### src/usbdev_pkg.sv
// shared constants of the usb device control and event logic
package usbdev_pkg;
	localparam logic [31:0] ADDR_ENGINE_CONTROL = 32'hfff06000;
	localparam logic [31:0] ADDR_REPLY_LENGTH = 32'hfff06004;
	localparam logic [31:0] ADDR_IRQ_ENABLE = 32'hfff06008;
	localparam logic [31:0] ADDR_IRQ_FLAGS = 32'hfff6000c;
	localparam logic [31:0] ADDR_IRQ_CLEAR = 32'hfff60010;

	localparam int CTL_WIDTH = 8;
	localparam int CTL_ENGINE_ENABLE = 0;
	localparam int CTL_SOFT_RESET = 1;
	localparam int CTL_IDLE_SLEEP_EN = 2;
	localparam int CTL_WAKEUP_EN = 3;
	localparam int CTL_FAST_IDLE = 4;
	localparam int CTL_RX_SELECT = 5;
	localparam int CTL_VENDOR_DECODE = 6;
	localparam int CTL_CLASS_DECODE = 7;
	localparam int REPLY_COUNT_WIDTH = 5;
	localparam int EVENT_COUNT = 16;

	localparam logic [7:0] CTL_RESET = 8'h00;
	localparam logic [4:0] REPLY_RESET = 5'h00;
	localparam logic [15:0] EVENT_RESET = 16'h0000;

	localparam int EV_BUS_RESET = 0;
	localparam int EV_IDLE_SLEEP = 1;
	localparam int EV_WAKE = 2;
	localparam int EV_FAULT = 3;
	localparam int EV_DEVICE_DESC = 4;
	localparam int EV_CONFIG_DESC = 5;
	localparam int EV_TEXT_DESC = 6;
	localparam int EV_CLASS_REQ = 7;
	localparam int EV_VENDOR_REQ = 8;
	localparam int EV_DATA_OUT = 9;
	localparam int EV_DATA_IN = 10;
	localparam int EV_STATUS_PHASE = 11;
	localparam int EV_BUS_TRANSITION = 12;
	localparam int EV_CONFIGURED = 13;
	localparam int EV_BUS_RESET_END = 14;
	localparam int EV_CLOCKLESS_WAKE = 15;

	localparam int CLK_PERIOD_NS = 25;
	localparam int CLK_MHZ = 40;
	localparam int IDLE_SLEEP_TIME_US = 3000;
	localparam int IDLE_SLEEP_CYCLES = IDLE_SLEEP_TIME_US * CLK_MHZ;
	localparam int FAST_IDLE_TIME_US = 10;
	localparam int FAST_IDLE_CYCLES = FAST_IDLE_TIME_US * CLK_MHZ;
	localparam int RESET_SE0_TIME_NS = 2500;
	localparam int RESET_SE0_CYCLES = (RESET_SE0_TIME_NS + CLK_PERIOD_NS - 1) / CLK_PERIOD_NS;

	typedef enum logic [1:0] {
		REQ_STANDARD = 2'h0,
		REQ_CLASS = 2'h1,
		REQ_VENDOR = 2'h2
	} req_kind_t;
endpackage

### src/usbdev_line_watch.sv
// bus line watcher: pin sync, bus reset, idle sleep, wake and transition detect
`timescale 1ns/10ps
module usbdev_line_watch #(
	parameter int IDLE_CYCLES = usbdev_pkg::IDLE_SLEEP_CYCLES,
	parameter int FAST_CYCLES = usbdev_pkg::FAST_IDLE_CYCLES
) (
	input wire logic clk_sys,
	input wire logic rst_n,
	input wire logic dp_pin,
	input wire logic dm_pin,
	input wire logic line_enable,
	input wire logic idle_enable,
	input wire logic fast_idle,
	output logic dp_sync,
	output logic suspended,
	output logic bus_reset_ev,
	output logic reset_end_ev,
	output logic idle_sleep_ev,
	output logic wake_ev,
	output logic transition_ev
);
	localparam int CW = $clog2(IDLE_CYCLES + 1);
	localparam int SW = $clog2(usbdev_pkg::RESET_SE0_CYCLES + 1);

	initial begin
		if (FAST_CYCLES < 1 || IDLE_CYCLES < FAST_CYCLES)
			$error("idle cycle counts out of range");
	end

	typedef struct packed {
		logic dp_s1;
		logic dp_s2;
		logic dm_s1;
		logic dm_s2;
		logic [1:0] prev_line;
		logic [CW-1:0] idle_cnt;
		logic [SW-1:0] se0_cnt;
		logic in_reset;
		logic suspended;
		logic bus_reset_ev;
		logic reset_end_ev;
		logic idle_sleep_ev;
		logic wake_ev;
		logic transition_ev;
	} lw_state_t;

	lw_state_t st_r, st_nxt;
	logic [1:0] line;
	logic [CW-1:0] limit;

	always_comb begin
		st_nxt = st_r;
		st_nxt.dp_s1 = dp_pin;
		st_nxt.dp_s2 = st_r.dp_s1;
		st_nxt.dm_s1 = dm_pin;
		st_nxt.dm_s2 = st_r.dm_s1;
		line = {st_r.dp_s2, st_r.dm_s2};
		limit = fast_idle ? CW'(FAST_CYCLES) : CW'(IDLE_CYCLES);
		st_nxt.prev_line = line;
		st_nxt.bus_reset_ev = 1'b0;
		st_nxt.reset_end_ev = 1'b0;
		st_nxt.idle_sleep_ev = 1'b0;
		st_nxt.wake_ev = 1'b0;
		st_nxt.transition_ev = 1'b0;
		if (!line_enable) begin
			st_nxt.idle_cnt = '0;
			st_nxt.se0_cnt = '0;
			st_nxt.in_reset = 1'b0;
			st_nxt.suspended = 1'b0;
		end else begin
			st_nxt.transition_ev = (line != st_r.prev_line);
			if (line == 2'b00) begin
				if (st_r.se0_cnt < SW'(usbdev_pkg::RESET_SE0_CYCLES))
					st_nxt.se0_cnt = st_r.se0_cnt + SW'(1);
				else if (!st_r.in_reset) begin
					st_nxt.in_reset = 1'b1;
					st_nxt.bus_reset_ev = 1'b1;
				end
			end else begin
				st_nxt.se0_cnt = '0;
				if (st_r.in_reset) begin
					st_nxt.in_reset = 1'b0;
					st_nxt.reset_end_ev = 1'b1;
				end
			end
			if (!idle_enable) begin
				st_nxt.idle_cnt = '0;
				st_nxt.suspended = 1'b0;
			end else if (st_r.suspended) begin
				st_nxt.idle_cnt = '0;
				if (line != 2'b10) begin
					st_nxt.suspended = 1'b0;
					st_nxt.wake_ev = 1'b1;
				end
			end else if (line == 2'b10) begin
				st_nxt.idle_cnt = st_r.idle_cnt + CW'(1);
				if (st_r.idle_cnt + CW'(1) >= limit) begin
					st_nxt.suspended = 1'b1;
					st_nxt.idle_sleep_ev = 1'b1;
				end
			end else begin
				st_nxt.idle_cnt = '0;
			end
		end
	end

	always_ff @(posedge clk_sys or negedge rst_n) begin
		if (!rst_n)
			st_r <= '0;
		else
			st_r <= st_nxt;
	end

	assign dp_sync = st_r.dp_s2;
	assign suspended = st_r.suspended;
	assign bus_reset_ev = st_r.bus_reset_ev;
	assign reset_end_ev = st_r.reset_end_ev;
	assign idle_sleep_ev = st_r.idle_sleep_ev;
	assign wake_ev = st_r.wake_ev;
	assign transition_ev = st_r.transition_ev;
endmodule

### src/usbdev_event_flags.sv
// sticky event flags with write-one clear and masked interrupt output
`timescale 1ns/10ps
module usbdev_event_flags #(
	parameter int N = usbdev_pkg::EVENT_COUNT
) (
	input wire logic clk_sys,
	input wire logic rst_n,
	input wire logic [N-1:0] set_pulse,
	input wire logic [N-1:0] clear_mask,
	input wire logic [N-1:0] enable_mask,
	output logic [N-1:0] flags,
	output logic irq
);
	initial begin
		if (N < 1 || N > 32)
			$error("event count out of range");
	end

	typedef struct packed {
		logic [N-1:0] flags;
		logic irq;
	} ef_state_t;

	ef_state_t st_r, st_nxt;

	always_comb begin
		st_nxt = st_r;
		st_nxt.flags = (st_r.flags & ~clear_mask) | set_pulse;
		st_nxt.irq = |(st_nxt.flags & enable_mask);
	end

	always_ff @(posedge clk_sys or negedge rst_n) begin
		if (!rst_n)
			st_r <= '0;
		else
			st_r <= st_nxt;
	end

	assign flags = st_r.flags;
	assign irq = st_r.irq;
endmodule

### src/usbdev_ctrl_regs.sv
// usb device control, request screening and event register block
// Summary of operation
// - class decode off: class requests are not decoded and get a stall reply.
// - class decode on: class requests are decoded and raise the class event.
// - vendor decode off: vendor requests are not decoded and get a stall reply.
// - vendor decode on: vendor requests are decoded and raise the vendor event.
// - receive select 0 takes engine receive signal, 1 takes the transceiver.
// - fast idle test bit shortens idle-sleep detection time, test use only.
// - remote wake-up drive works only while its enable bit is set.
// - idle-sleep detection works only while its enable bit is set.
// - soft reset bit 1 holds the engine in reset, 0 releases it.
// - engine enable 0 hides the device; 1 presents it for attachment.
// - five-bit reply byte count for class, vendor and descriptor replies.
// - enable bit gates the bus reset end interrupt.
// - configured event fires on configure and de-configure, with its enable.
// - separate clock-stopped wake event with its own enable bit.
// - separate enabled events for data-out, data-in and status phases.
// - separate enabled events for device, configuration and text descriptor requests.
// - enabled events for bus reset, idle sleep, wake and fault detection.
// - read-only flags show each of sixteen events at its enable position.
// - control, reply length, enable and flag registers reset to zero.
// - writing 1 to a clear bit clears that flag; 0 leaves it.
`timescale 1ns/10ps
module usbdev_ctrl_regs #(
	parameter int IDLE_SLEEP_CYCLES = usbdev_pkg::IDLE_SLEEP_CYCLES
) (
	input wire logic clk_sys,
	input wire logic resetn,
	input wire logic reg_sel,
	input wire logic reg_write,
	input wire logic [31:0] reg_addr,
	input wire logic [31:0] reg_wdata,
	output logic [31:0] reg_rdata,
	output logic reg_ack,
	output logic reg_err,
	input wire logic dp_pin,
	input wire logic dm_pin,
	input wire logic engine_rx_diff,
	input wire logic req_valid,
	input wire logic [1:0] req_kind,
	input wire logic device_desc_req,
	input wire logic config_desc_req,
	input wire logic text_desc_req,
	input wire logic data_out_phase,
	input wire logic data_in_phase,
	input wire logic status_phase,
	input wire logic configured_change,
	input wire logic fault_detect,
	input wire logic clockless_wake,
	input wire logic wake_request,
	output logic attach_pullup,
	output logic engine_hold_reset,
	output logic rx_diff,
	output logic stall_reply,
	output logic [4:0] reply_byte_count,
	output logic bus_suspended,
	output logic remote_wake_drive,
	output logic irq
);
	localparam int EN = usbdev_pkg::EVENT_COUNT;

	initial begin
		if (IDLE_SLEEP_CYCLES < usbdev_pkg::FAST_IDLE_CYCLES)
			$error("idle sleep count below fast test count");
	end

	function automatic logic addr_is(input logic [31:0] a, input logic [31:0] ref_addr);
		addr_is = (a == ref_addr);
	endfunction

	typedef struct packed {
		logic [usbdev_pkg::CTL_WIDTH-1:0] ctl;
		logic [usbdev_pkg::REPLY_COUNT_WIDTH-1:0] reply_count;
		logic [EN-1:0] irq_en;
		logic [31:0] rdata;
		logic ack;
		logic err;
		logic stall;
		logic rx_diff;
		logic wake_drive;
	} top_state_t;

	top_state_t st_r, st_nxt;
	logic [1:0] rst_sync_r;
	logic rst_n;
	logic [EN-1:0] ev_set;
	logic [EN-1:0] ev_clear;
	logic [EN-1:0] ev_flags;
	logic engine_active;
	logic dp_sync;
	logic suspended;
	logic lw_reset_ev;
	logic lw_reset_end_ev;
	logic lw_sleep_ev;
	logic lw_wake_ev;
	logic lw_trans_ev;
	logic class_req;
	logic vendor_req;

	always_ff @(posedge clk_sys or negedge resetn) begin
		if (!resetn)
			rst_sync_r <= 2'b00;
		else
			rst_sync_r <= {rst_sync_r[0], 1'b1};
	end
	assign rst_n = rst_sync_r[1];

	assign engine_active = st_r.ctl[usbdev_pkg::CTL_ENGINE_ENABLE]
		& ~st_r.ctl[usbdev_pkg::CTL_SOFT_RESET];
	assign class_req = engine_active & req_valid
		& (req_kind == usbdev_pkg::REQ_CLASS);
	assign vendor_req = engine_active & req_valid
		& (req_kind == usbdev_pkg::REQ_VENDOR);

	usbdev_line_watch #(
		.IDLE_CYCLES(IDLE_SLEEP_CYCLES),
		.FAST_CYCLES(usbdev_pkg::FAST_IDLE_CYCLES)
	) u_line_watch (
		.clk_sys(clk_sys),
		.rst_n(rst_n),
		.dp_pin(dp_pin),
		.dm_pin(dm_pin),
		.line_enable(engine_active),
		.idle_enable(st_r.ctl[usbdev_pkg::CTL_IDLE_SLEEP_EN]),
		.fast_idle(st_r.ctl[usbdev_pkg::CTL_FAST_IDLE]),
		.dp_sync(dp_sync),
		.suspended(suspended),
		.bus_reset_ev(lw_reset_ev),
		.reset_end_ev(lw_reset_end_ev),
		.idle_sleep_ev(lw_sleep_ev),
		.wake_ev(lw_wake_ev),
		.transition_ev(lw_trans_ev)
	);

	always_comb begin
		ev_set = '0;
		ev_set[usbdev_pkg::EV_BUS_RESET] = lw_reset_ev;
		ev_set[usbdev_pkg::EV_IDLE_SLEEP] = lw_sleep_ev;
		ev_set[usbdev_pkg::EV_WAKE] = lw_wake_ev;
		ev_set[usbdev_pkg::EV_FAULT] = engine_active & fault_detect;
		ev_set[usbdev_pkg::EV_DEVICE_DESC] = engine_active & device_desc_req;
		ev_set[usbdev_pkg::EV_CONFIG_DESC] = engine_active & config_desc_req;
		ev_set[usbdev_pkg::EV_TEXT_DESC] = engine_active & text_desc_req;
		ev_set[usbdev_pkg::EV_CLASS_REQ] = class_req
			& st_r.ctl[usbdev_pkg::CTL_CLASS_DECODE];
		ev_set[usbdev_pkg::EV_VENDOR_REQ] = vendor_req
			& st_r.ctl[usbdev_pkg::CTL_VENDOR_DECODE];
		ev_set[usbdev_pkg::EV_DATA_OUT] = engine_active & data_out_phase;
		ev_set[usbdev_pkg::EV_DATA_IN] = engine_active & data_in_phase;
		ev_set[usbdev_pkg::EV_STATUS_PHASE] = engine_active & status_phase;
		ev_set[usbdev_pkg::EV_BUS_TRANSITION] = lw_trans_ev;
		ev_set[usbdev_pkg::EV_CONFIGURED] = engine_active & configured_change;
		ev_set[usbdev_pkg::EV_BUS_RESET_END] = lw_reset_end_ev;
		ev_set[usbdev_pkg::EV_CLOCKLESS_WAKE] = clockless_wake;
	end

	always_comb begin
		ev_clear = '0;
		if (reg_sel && reg_write && addr_is(reg_addr, usbdev_pkg::ADDR_IRQ_CLEAR))
			ev_clear = reg_wdata[EN-1:0];
	end

	usbdev_event_flags #(
		.N(EN)
	) u_event_flags (
		.clk_sys(clk_sys),
		.rst_n(rst_n),
		.set_pulse(ev_set),
		.clear_mask(ev_clear),
		.enable_mask(st_r.irq_en),
		.flags(ev_flags),
		.irq(irq)
	);

	always_comb begin
		st_nxt = st_r;
		st_nxt.ack = 1'b0;
		st_nxt.err = 1'b0;
		st_nxt.rdata = '0;
		if (reg_sel) begin
			st_nxt.ack = 1'b1;
			if (addr_is(reg_addr, usbdev_pkg::ADDR_ENGINE_CONTROL)) begin
				if (reg_write)
					st_nxt.ctl = reg_wdata[usbdev_pkg::CTL_WIDTH-1:0];
				else
					st_nxt.rdata = {24'h000000, st_r.ctl};
			end else if (addr_is(reg_addr, usbdev_pkg::ADDR_REPLY_LENGTH)) begin
				if (reg_write)
					st_nxt.reply_count = reg_wdata[usbdev_pkg::REPLY_COUNT_WIDTH-1:0];
				else
					st_nxt.rdata = {27'h0000000, st_r.reply_count};
			end else if (addr_is(reg_addr, usbdev_pkg::ADDR_IRQ_ENABLE)) begin
				if (reg_write)
					st_nxt.irq_en = reg_wdata[EN-1:0];
				else
					st_nxt.rdata = {16'h0000, st_r.irq_en};
			end else if (addr_is(reg_addr, usbdev_pkg::ADDR_IRQ_FLAGS)) begin
				if (!reg_write)
					st_nxt.rdata = {16'h0000, ev_flags};
			end else if (!addr_is(reg_addr, usbdev_pkg::ADDR_IRQ_CLEAR)) begin
				st_nxt.err = 1'b1;
			end
		end
		st_nxt.stall = (class_req & ~st_r.ctl[usbdev_pkg::CTL_CLASS_DECODE])
			| (vendor_req & ~st_r.ctl[usbdev_pkg::CTL_VENDOR_DECODE]);
		st_nxt.rx_diff = st_r.ctl[usbdev_pkg::CTL_RX_SELECT] ? dp_sync : engine_rx_diff;
		st_nxt.wake_drive = suspended & wake_request
			& st_r.ctl[usbdev_pkg::CTL_WAKEUP_EN];
	end

	always_ff @(posedge clk_sys or negedge rst_n) begin
		if (!rst_n) begin
			st_r <= '0;
			st_r.ctl <= usbdev_pkg::CTL_RESET;
			st_r.reply_count <= usbdev_pkg::REPLY_RESET;
			st_r.irq_en <= usbdev_pkg::EVENT_RESET;
		end else begin
			st_r <= st_nxt;
		end
	end

	assign reg_rdata = st_r.rdata;
	assign reg_ack = st_r.ack;
	assign reg_err = st_r.err;
	assign attach_pullup = st_r.ctl[usbdev_pkg::CTL_ENGINE_ENABLE];
	assign engine_hold_reset = st_r.ctl[usbdev_pkg::CTL_SOFT_RESET];
	assign rx_diff = st_r.rx_diff;
	assign stall_reply = st_r.stall;
	assign reply_byte_count = st_r.reply_count;
	assign bus_suspended = suspended;
	assign remote_wake_drive = st_r.wake_drive;
endmodule

### config.mk
export PLATFORM = sky130hd
export DESIGN_NAME = usbdev_ctrl_regs
export DESIGN_NICKNAME = d
export VERILOG_FILES = /design/src/usbdev_pkg.sv /design/src/usbdev_line_watch.sv /design/src/usbdev_event_flags.sv /design/src/usbdev_ctrl_regs.sv
export SDC_FILE = /design/constraint.sdc
export NUM_CORES = 1
export LEC_CHECK = 0
export BUFFER_PORTS_ARGS = -buffer_cell sky130_fd_sc_hd__buf_2
export CORE_ASPECT_RATIO = 0.6
export CORE_MARGIN = 8
export CORE_UTILIZATION = 55
export DETAILED_ROUTE_END_ITERATION = 6
export GPL_TIMING_DRIVEN = 0
export PLACE_DENSITY = 0.81
export SYNTH_ARGS = -nofsm -noshare
export SYNTH_HDL_FRONTEND = slang
export SYNTH_SLANG_ARGS = --single-unit
### constraint.sdc
create_clock -name clk_sys -period 5.8 [get_ports clk_sys]
set_clock_uncertainty 0.15 [all_clocks]
set_input_delay 0.29 -clock clk_sys [delete_from_list [all_inputs] [get_ports clk_sys]]
set_output_delay 0.29 -clock clk_sys [all_outputs]
set_load 0.02 [all_outputs]
## Word-level counts from Yosys, hierarchy flattened

Cells that the tools add are included.

- Add/sub/neg operators: 2
- Muxes and demuxes: 39
- Equality and inequality tests: 12
- Reduce and logical (&&, ||, !) cells: 7
- Bitwise operators: 28
- $lt $le $gt $ge: 2

Operator list:

| kind | count |
|---|---|
| $eq 32x32->1 const B | 5 |
| $mux 16 | 5 |
| $mux 17 | 4 |
| $mux 32 | 2 |
| $mux 34 | 1 |
| $and 16x16->16 | 2 |
| $mux 26 | 1 |
| $mux 1 | 20 |
| $and 1x1->1 | 18 |
| $add 17x1->17 const B | 1 |
| $ge 17x17->1 | 1 |
| $mux 8 | 2 |
| $not 16->16 | 1 |
| $or 16x16->16 | 1 |
| $reduce_or 16->1 | 1 |
| $mux 5 | 2 |
| $add 7x1->7 const B | 1 |
| $lt 7x7->1 const B | 1 |
| $mux 7 | 1 |
| $ne 3x3->1 const B | 2 |
| $not 1->1 | 5 |
| $reduce_and 5->1 | 1 |
| $eq 2x2->1 const B | 2 |
| $reduce_and 4->1 | 1 |
| other kinds (8) | 9 |

- Input port bits: 84
- Output and inout port bits: 46
- Register bits after elaboration: 122

## Longest topological paths before layout

Gate-level depths: netlist of run 1.

- Word-level depth: 8
- Gate-level depth with buffers: 12
- Gate-level depth less buffers: 11

## By module

From an unflattened synthesis of run 1, not the netlist that was laid out.

- Cells, all modules: 518
- Area total of the unflattened synthesis: 5599.1 µm²

By module, submodules not included:

| module | cells each | area an instance (µm²) | seq. area each (µm²) | times used |
|---|---|---|---|---|
| usbdev_ctrl_regs | 272 | 2964.1 | 1301.2 | 1 |
| usbdev_line_watch | 172 | 1850.5 | 925.9 | 1 |
| usbdev_event_flags | 74 | 784.5 | 425.4 | 1 |

## Worst setup path after synthesis of run 1

OpenSTA, ideal clock, no wires.

- Path kind: register -> register
- From: reg u_line_watch.st_r[14] in the netlist's numbering
- To: reg u_line_watch.st_r, in the netlist u_line_watch.idle_sleep_ev
- Setup time: 0.139 ns
- Stages on the path, launching flop included: 11
- Path slack: 3.112 ns
- Data arrival time: 2.399 ns
- Buffers on the path: 0
- Path through: dfrtp_1 > ha_1 > nand4_1 > nor2b_1 > nand2_1 > xnor2_1 > ha_1 > maj3_1 > o211a_1 > a2111oi_0 > a21oi_1

RTL lines:

| what | line | source |
|---|---|---|
| from (decl) | usbdev_line_watch.sv:47 | `lw_state_t st_r, st_nxt;` |
| from (signal assigned) | usbdev_line_watch.sv:111 | `st_r <= st_nxt;` |

==> key figures, run 1 <==
Worst setup path
  – Reg2reg start: u_line_watch.st_r[14]$_DFF_PN0_
  – R2r worst-path depth: 10
  – Most frequent CP cell: ha_1
  – Register-to-Register Setup Slack: 2.46 ns
  – Crit end category: register
  – WS Path Type: register to register
  – Data arrival, critical path: approximately 3.4 ns
  – Worst Setup EP: u_line_watch.idle_sleep_ev$_DFF_PN0_
  – Critical path's slowest cell: a2111oi_0
  – Biggest cell delay along the critical path: between 0.4 and 0.5 ns
  – CP required: 5.85 ns
  – Startpoint Class: register
  – Crit path from: u_line_watch.st_r[14]$_DFF_PN0_
  – RR Endpoint: u_line_watch.idle_sleep_ev$_DFF_PN0_
  – Crit-path max FO: 5
  – Crit-path cells: ha_1, nand4_1, nor2b_1, nand2_1, xnor2_1, ha_1, maj3_1, o211a_1, a2111oi_0, a21oi_1

Yosys
  – Top cells by area, synth: dfrtp_1 48%, mux2_2 5.7%, buf_4 5.0%
  – Post-synth EDFFs: 0
  – Post-synthesis cell count: 529
  – Count leader, synth: dfrtp_1
  – Ys async rst share: 100.0%
  – #FFs+latches synth: between 100 and 150
  – Mapped Area: around 5500 um^2
  – Distinct cells, synth: 63
  – Yosys top cell area share: between 40% and 50%
  – Sequential element share of the synthesized area: ~48%
  – Post-synth top area cell: dfrtp_1
  – Yosys warns: 0
  – Commonest cells in the netlist: 106 x dfrtp_1, 46 x nand2_1, 39 x nor2_1, 37 x buf_4, 28 x mux2_2
  – Mean Syn Cell Area: around 10 um^2
  – Post-synth top flop: dfrtp_1

Die
  – Core area: between 9000 and 10000 um^2
  – # IOs: 130
  – Starting density of the core: 56.31%
  – Die span in y: ~94 um
  – Die W: ~150 um
  – Core Rows: 28
  – Die area: 13610 um^2

STA
  – Slew Limit Fails: 0
  – Relative slew slack: between 20% and 30%
  – Period utilization: between 50% and 60%
  – Fmax: 299.8 MHz
  – Hold Vio Cnt, Final: 0
  – Worst slew pin tran: 1.151 ns
  – RSZ-0062 raised after global routing: no
  – Count of final setup violators: 0
  – Final min period: ~3.3 ns
  – Setup TNS Final: 0 ns

Job
  – Max-Cap Viols: 0

Layout
  – Area of the multi-input gates: 2499 um^2
  – N_diodes: 0
  – Final net count: around 750
  – Register Area: roughly 2700 um^2
  – Final Non-Filler Cells: about 800
  – Area Overhead vs Synth: 20.48%
  – Fill count: ~750
  – Ratio of cells with drive above 1 in the final layout: 29.91%

CTS
  – Htree depth: 3
  – Root Driver: clkbuf_16
  – Clk pin slew, worst setup/hold paths: approximately 0.080 ns
  – CTS resizes: 0
  – Clk buf depth: 2
  – Clk sinks: 106
  – Worst-skew pair later-pin latency: 0.34 ns
  – CTS tree: yes
  – CTS buffer count: 9

Power and ir drop
  – Pint: ~1200 uW
  – Clock power share: a little under half
  – Sw Share: 21.91%
  – Comb pwr share: 5.3%
  – Leakage: about 0.0033 uW
  – Seq pwr share: 48.6%
  – Sw power: ~340 uW
  – PwrDens: between 200 and 250 nW/um^2
  – Worst VDD drop: 0.1729 mV
  – Total Power: 1542 uW

Route
  – Via/cell ratio: around 5.7
  – Initial DRC count: between 300 and 400
  – Post-DR wirelength/cell: between 15 and 20 um
  – Antenna viol nets, final: 0
  – DRC: 0
  – DR pass1 iterations: 5
  – Vias: 4517
  – Final wirelength: ~14000 um

Global routing
  – Vias in the first global route: between 4000 and 5000
  – First-pass GRT wire length: approximately 24000 um
  – GRT Util Overall: 21.52%
  – Antenna violations before repair: 1
  – Largest net degree at the start of global routing: 66
  – Global route overflow: 0

Placed design
  – Inst Count DP: between 700 and 800
  – GP Congestion: 0.9146
  – HPWL Detailed: ~11000 um
  – Port Buffers: 97

Outcome
  – Outcome: completed

Worst hold path
  – Worst hold path type: primary input to register
layout make-up:
class	count	area share, %
repair buffers	102	8.310
well taps	135	2.538
multi-input cells	364	37.54
inverters	19	1.072
plain buffers	55	5.377
clock inverters	7	1.861
clock buffers	9	3.384
flip-flops and latches	106	39.91
how the worst min path moves through the flow:
stage	depth (start not counted)	endpoint	from	slack [ns]
floorplan	0	rst_sync_r[0]$_DFF_PN0_	resetn	-0.16
global placement	1	rst_sync_r[0]$_DFF_PN0_	resetn	-0.08
detailed placement	1	rst_sync_r[1]$_DFF_PN0_	resetn	-0.07
CTS	2	u_event_flags.flags[15]$_DFF_PN0_	clockless_wake	0.003
global route	2	u_event_flags.flags[15]$_DFF_PN0_	clockless_wake	0.02
finish	2	u_event_flags.flags[15]$_DFF_PN0_	clockless_wake	0.008
placed cells by master, fill, tap and decap left out, types with 12 or more instances in the layout:
cell type / instances
a21o_1: 13
a21oi_1: 17
a41oi_1: 14
buf_2: 101
buf_4: 37
clkbuf_1: 12
conb_1: 17
dfrtp_1: 105
inv_1: 19
mux2_2: 28
mux2i_1: 14
nand2_1: 46
nand3_1: 21
nor2_1: 39
xnor2_1: 12
sequential cells by signal (all words and copies together) (netlist names):
| name | flops |
|---|---|
| reg_rdata | 16 |
| u_line_watch.reset_end_ev | 1 |
| rst_sync_r | 2 |
| reg_err | 1 |
| u_line_watch.line | 1 |
| reply_byte_count | 5 |
| u_event_flags.flags | 16 |
| engine_hold_reset | 1 |
| u_line_watch.wake_ev | 1 |
| stall_reply | 1 |
| u_line_watch.bus_reset_ev | 1 |
| u_line_watch.suspended | 1 |
| u_line_watch.transition_ev | 1 |
| st_r | 22 |
| remote_wake_drive | 1 |
| u_line_watch.idle_sleep_ev | 1 |
| u_line_watch.dp_sync | 1 |
| attach_pullup | 1 |
| u_event_flags.irq | 1 |
| rx_diff | 1 |
| u_line_watch.st_r | 27 |
| reg_ack | 1 |
| u_line_watch.st_nxt | 2 |
cell families (layout without fill, tap and decap cells):
family | Yosys count | in the layout | synth area share (%)
muxes | 44 | 44 | 8.652
adders and majority gates | 11 | 11 | 2.446
other | 2 | 17 | 0.1360
DFF | 106 | 106 | 48.02
buffers and inverters | 74 | 192 | 7.769
AOI/OAI and AO/OA | 82 | 82 | 10.87
xor gates and xnor gates | 22 | 22 | 3.488
and+or+nand+nor | 188 | 188 | 18.62
timing repair:
action,CTS,global route
hold endpoints to repair,5,0
endpoints found under the setup margin,0,0
hold buffers,4,0
buffers inserted,0,0
stage by stage:
stage / utilization (%) / hold WS [ns] / area, um^2 / setup slack, ns
after floorplan: - / -0.1556 / 5580 / 2.479
after global placement: 63.56 / -0.07548 / 6235 / 1.424
after detailed placement: 63.88 / -0.07009 / 6266 / 2.544
after CTS: 67.84 / 0.003019 / 6655 / 2.514
after global routing: 67.84 / 0.01902 / 6655 / 2.189
final: 67.84 / 0.008465 / 6655 / 2.464
critical path: cells and delay by family, from the launching register on:
family / cells / cell delay (ns)
and+or+nand+nor: 3 / 0.66
xor gates and xnor gates: 1 / 0.27
DFF: 1 / 0.41
adders and majority gates: 3 / 0.90
AOI/OAI and AO/OA: 3 / 0.82
routing by layer:
metal,GRT usage [%],part of all wire [%],routed length (um),up-vias
li1,-,-,-,2101
met1,26.88,44,6324,2202
met2,35.53,47,6794,187
met3,6.461,7.2,1035,25
met4,7.149,1.5,211,2
met5,0,0.056,8,-
power by group through the flow:
stage | Combinational [uW] | Clock [uW] | Sequential [uW]
after detailed placement | 78.6 | 0 | 765
after CTS | 81.6 | 716 | 750
after floorplan | 28.8 | 0 | 770
final | 82.5 | 710 | 750
after global routing | 89.9 | 749 | 751
after global placement | 65.4 | 0 | 773
Power figures use the tool's default switching activity.
==> run 2, diff against run 1 <==
ABC_AREA = 1   (was default)
CORE_UTILIZATION = 54   (was 55)
PLACE_DENSITY = 0.8   (was 0.81)
clock period = 3.4 ns   (was 5.8 ns; I/O delays follow)
==> run 2 against run 1 <==
Global-route usage rose by 0.16 points. Maximum frequency up 9.9%. Setup slack worse by 2.1 ns. First-iteration DRC count rose by 58%. Count of clock-buffer cells in the layout rose by 1. Non-clock buffer count increased by 21.
==> key figures, run 2 <==
Worst setup path
  – R2r worst-path depth: 21 (+11)
  – CP required: 3.52 ns (-2.33 ns)
  – Crit-path max FO: 3 (-2)
  – Crit end category: register
  – WS Path Type: register to register
  – Data arrival, critical path: 3.16 ns (-0.23 ns)
  – Startpoint Class: register

Yosys
  – Post-synth top flop: dfrtp_1
  – Post-synth top area cell: dfrtp_1
  – Distinct cells, synth: 41 (-35%)
  – Post-synthesis cell count: 685 (+29%)
  – Yosys top cell area share: 48.13% (+0.11 points)
  – Mapped Area: 5512 um^2 (-0.23%)
  – Yosys warns: 0 (unchanged)
  – #FFs+latches synth: 106 (unchanged)
  – Commonest cells in the netlist: 187 x nand2_1, 106 x dfrtp_1, 82 x inv_1, 77 x nor2_1, 38 x buf_4
  – Sequential element share of the synthesized area: 48.13% (+0.11 points)
  – Post-synth EDFFs: 0 (unchanged)
  – Count leader, synth: nand2_1
  – Ys async rst share: 100.0% (unchanged)
  – Mean Syn Cell Area: 8.046 um^2 (-23%)
  – Top cells by area, synth: dfrtp_1 48%, nand2_1 13%, inv_1 5.6%

Route
  – Initial DRC count: 487 (+58%)
  – DRC: 0 (unchanged)
  – Via/cell ratio: 5.166 (-8.8%)
  – Vias: 5042 (+12%)
  – Final wirelength: 14780 um (+2.9%)
  – Post-DR wirelength/cell: 15.15 um (-16%)
  – Antenna viol nets, final: 0 (unchanged)
  – DR pass1 iterations: 7 (+2)

Global routing
  – Vias in the first global route: 4954 (+5.3%)
  – Largest net degree at the start of global routing: 73 (+11%)
  – GRT busiest layer: met2
  – Antenna violations before repair: 1 (unchanged)
  – Global route overflow: 0 (unchanged)
  – Global Route met1 Usage: 27.16% (+0.28 points)
  – M3 GR Usage: 6.782% (+0.32 points)
  – GRT Util Overall: 21.68% (+0.16 points)
  – Routing usage on met2: 35.12% (-0.40 points)
  – First-pass GRT wire length: 23940 um (+0.99%)

Power and ir drop
  – Comb pwr share: 6.5% (+1.2 points)
  – Clock power share: 43.2% (-2.8 points)
  – Total Power: 2541 uW (+65%)
  – Seq pwr share: 50.3% (+1.7 points)
  – Leakage: 0.003775 uW (+15%)
  – Sw power: 557.5 uW (+65%)
  – Sw Share: 21.94% (+0.030 points)
  – Pint: 1984 uW (+65%)
  – PwrDens: 371.1 nW/um^2 (+60%)
  – Worst VDD drop: 0.2451 mV (+42%)

Outcome
  – Outcome: completed

CTS
  – Clk buf depth: 2 (unchanged)
  – CTS tree: yes
  – Clk pin slew, worst setup/hold paths: 0.07 ns (about the same)
  – CTS buffer count: 9 (unchanged)
  – Post-CTS Repair Setup Buffers: 0 (unchanged)
  – Worst-skew pair later-pin latency: 0.35 ns (about the same)
  – Hold Buf Count CTS: 29 (+25)
  – CTS resizes: 0 (unchanged)
  – Htree depth: 3 (unchanged)
  – Clk sinks: 106 (unchanged)
  – Root Driver: clkbuf_16

STA
  – RSZ-0062 raised after global routing: no
  – Hold Vio Cnt, Final: 0 (unchanged)
  – Fmax: 329.6 MHz (+9.9%)
  – Relative slew slack: 52.66% (+31 points)
  – Slew Limit Fails: 0 (unchanged)
  – Worst setup margin: 0.3660 ns (-2.098 ns)
  – Worst slew pin tran: 0.7046 ns (-0.4460 ns)
  – Count of final setup violators: 0 (unchanged)
  – Period utilization: 89.24% (+32 points)
  – Final min period: 3.034 ns (-0.3017 ns)

Placed design
  – Port Buffers: 96 (-1.0%)
  – Placed cell area: 6248 um^2 (-0.28%)
  – HPWL Detailed: 10830 um (+2.0%)
  – Inst Count DP: 932 (+20%)
  – Place WS: 0.5115 ns (-2.032 ns)
  – GP Congestion: 0.8711 (-4.8%)

Layout
  – Final Non-Filler Cells: 976 (+22%)
  – Commonest cells after routing, fill and taps aside: 187 x nand2_1, 105 x dfrtp_1, 104 x buf_2
  – Final core utilization: 69.31% (+1.5 points)
  – N_diodes: 0 (unchanged)
  – Final instance area: 6848 um^2 (+2.9%)
  – Area Overhead vs Synth: 24.25%
  – Final net count: 931 (+24%)
  – Ratio of cells with drive above 1 in the final layout: 21.76% (-8.1 points)
  – Commonest non-fill, non-tap cell in the layout: nand2_1
  – Biggest regs: u_line_watch.st_r x27, st_r x22
  – Largest Register: u_line_watch.st_r
  – Number of flip-flops in the largest register: 27 (unchanged)

Die
  – Core area: 9879 um^2 (+0.71%)
  – Die area: 13800 um^2 (+1.4%)
  – Die W: 146.4 um (+0.72%)
  – Starting density of the core: 55.79% (-0.53 points)
  – Die span in y: 94.26 um (+0.67%)
  – Core Rows: 28 (unchanged)
  – # IOs: 130 (unchanged)

Job
  – Max-Cap Viols: 0 (unchanged)

Worst hold path
  – Worst hold path type: primary input to register
  – Hold-critical path depth: 4 (+2)
run 2: cell count changes in the layout (fill, tap and decap cells not counted), moves of 24 or more:
cell           change
nor2_1            +38
o21ai_0           +26
nand2_1          +141
mux2_2            -24
inv_1             +63
dlygate4sd3_1     +25
run 2: path summary, 6_finish.rpt:
path | start | end | slack (ns)
worst max-delay path | u_line_watch.st_r[14]$_DFF_PN0_ | u_line_watch.suspended$_DFF_PN0_ | 0.37
max in group asynchronous | rst_sync_r[1]$_DFF_PN0_ | u_line_watch.st_r[18]$_DFF_PN0_ | 2.27
worst min-delay path | reg_wdata[4] | u_event_flags.flags[4]$_DFF_PN0_ | 0.01
worst max register to register | u_line_watch.st_r[14]$_DFF_PN0_ | u_line_watch.suspended$_DFF_PN0_ | 0.37
min in group asynchronous | rst_sync_r[1]$_DFF_PN0_ | reg_rdata[4]$_DFF_PN0_ | 0.14
worst min register to register | rst_sync_r[1]$_DFF_PN0_ | reg_rdata[4]$_DFF_PN0_ | 0.14
run 2: cell families after synthesis:
| group | count (synthesis) | share of synthesized area, % |
|---|---|---|
| fa+ha+maj | 10 | 2.270 |
| mux | 8 | 1.907 |
| simple gates | 344 | 26.67 |
| xor+xnor | 14 | 2.225 |
| flops | 106 | 48.13 |
| other cells | 2 | 0.1363 |
| buf+inv | 138 | 12.46 |
| compound gates | 63 | 6.198 |
run 2: area by class of cell:
class                   instances  area (um^2)
plain buffers                  52        362.8
flip-flops and latches        106         2656
clock inverters                 5        80.08
clock buffers                  10        229.0
multi-input cells             456         2228
well taps                     135        168.9
fillers                       784         3032
repair buffers                126        798.3
inverters                      86        324.1
run 2: worst max-delay path, stage by stage (launching register included):
cell and delay, ns:
dfrtp_1 0.37, ha_1 0.17, nand2_1 0.05, inv_1 0.11, nand2_1 0.10, inv_1 0.08, nand3_1 0.11, nor2_1 0.18
and3b_1 0.20, xnor2_1 0.13, inv_1 0.06, ha_1 0.29, nand2_1 0.07, inv_1 0.09, nand3_1 0.08, nor2_1 0.16
nand2_1 0.08, nor2_1 0.13, nand2_1 0.09, nand3_1 0.11, nor2_1 0.05, nor2_1 0.09
run 2: power by group through the flow:
stage	registers, uW	logic, uW	clock network [uW]
2_1_floorplan	1310	59.8	0
3_3_place_gp	1320	115	0
3_5_place_dp	1300	138	0
4_1_cts	1280	164	1110
5_1_grt	1280	181	1150
6_report	1280	165	1100
run 2: metal layers:
layer | routed length, um | up-vias
met2 | 6707 | 232
met4 | 249 | 2
met5 | 13 | -
met1 | 6554 | 2359
li1 | - | 2414
met3 | 1259 | 35
run 2: per-stage QoR:
stage	setup TNS, ns	hold WS [ns]
floorplan	0	-0.2756
global placement	-103.22	-0.1948
detailed placement	0	-0.1920
CTS	0	0.0009101
global route	0	0.03764
finish	0	0.01370
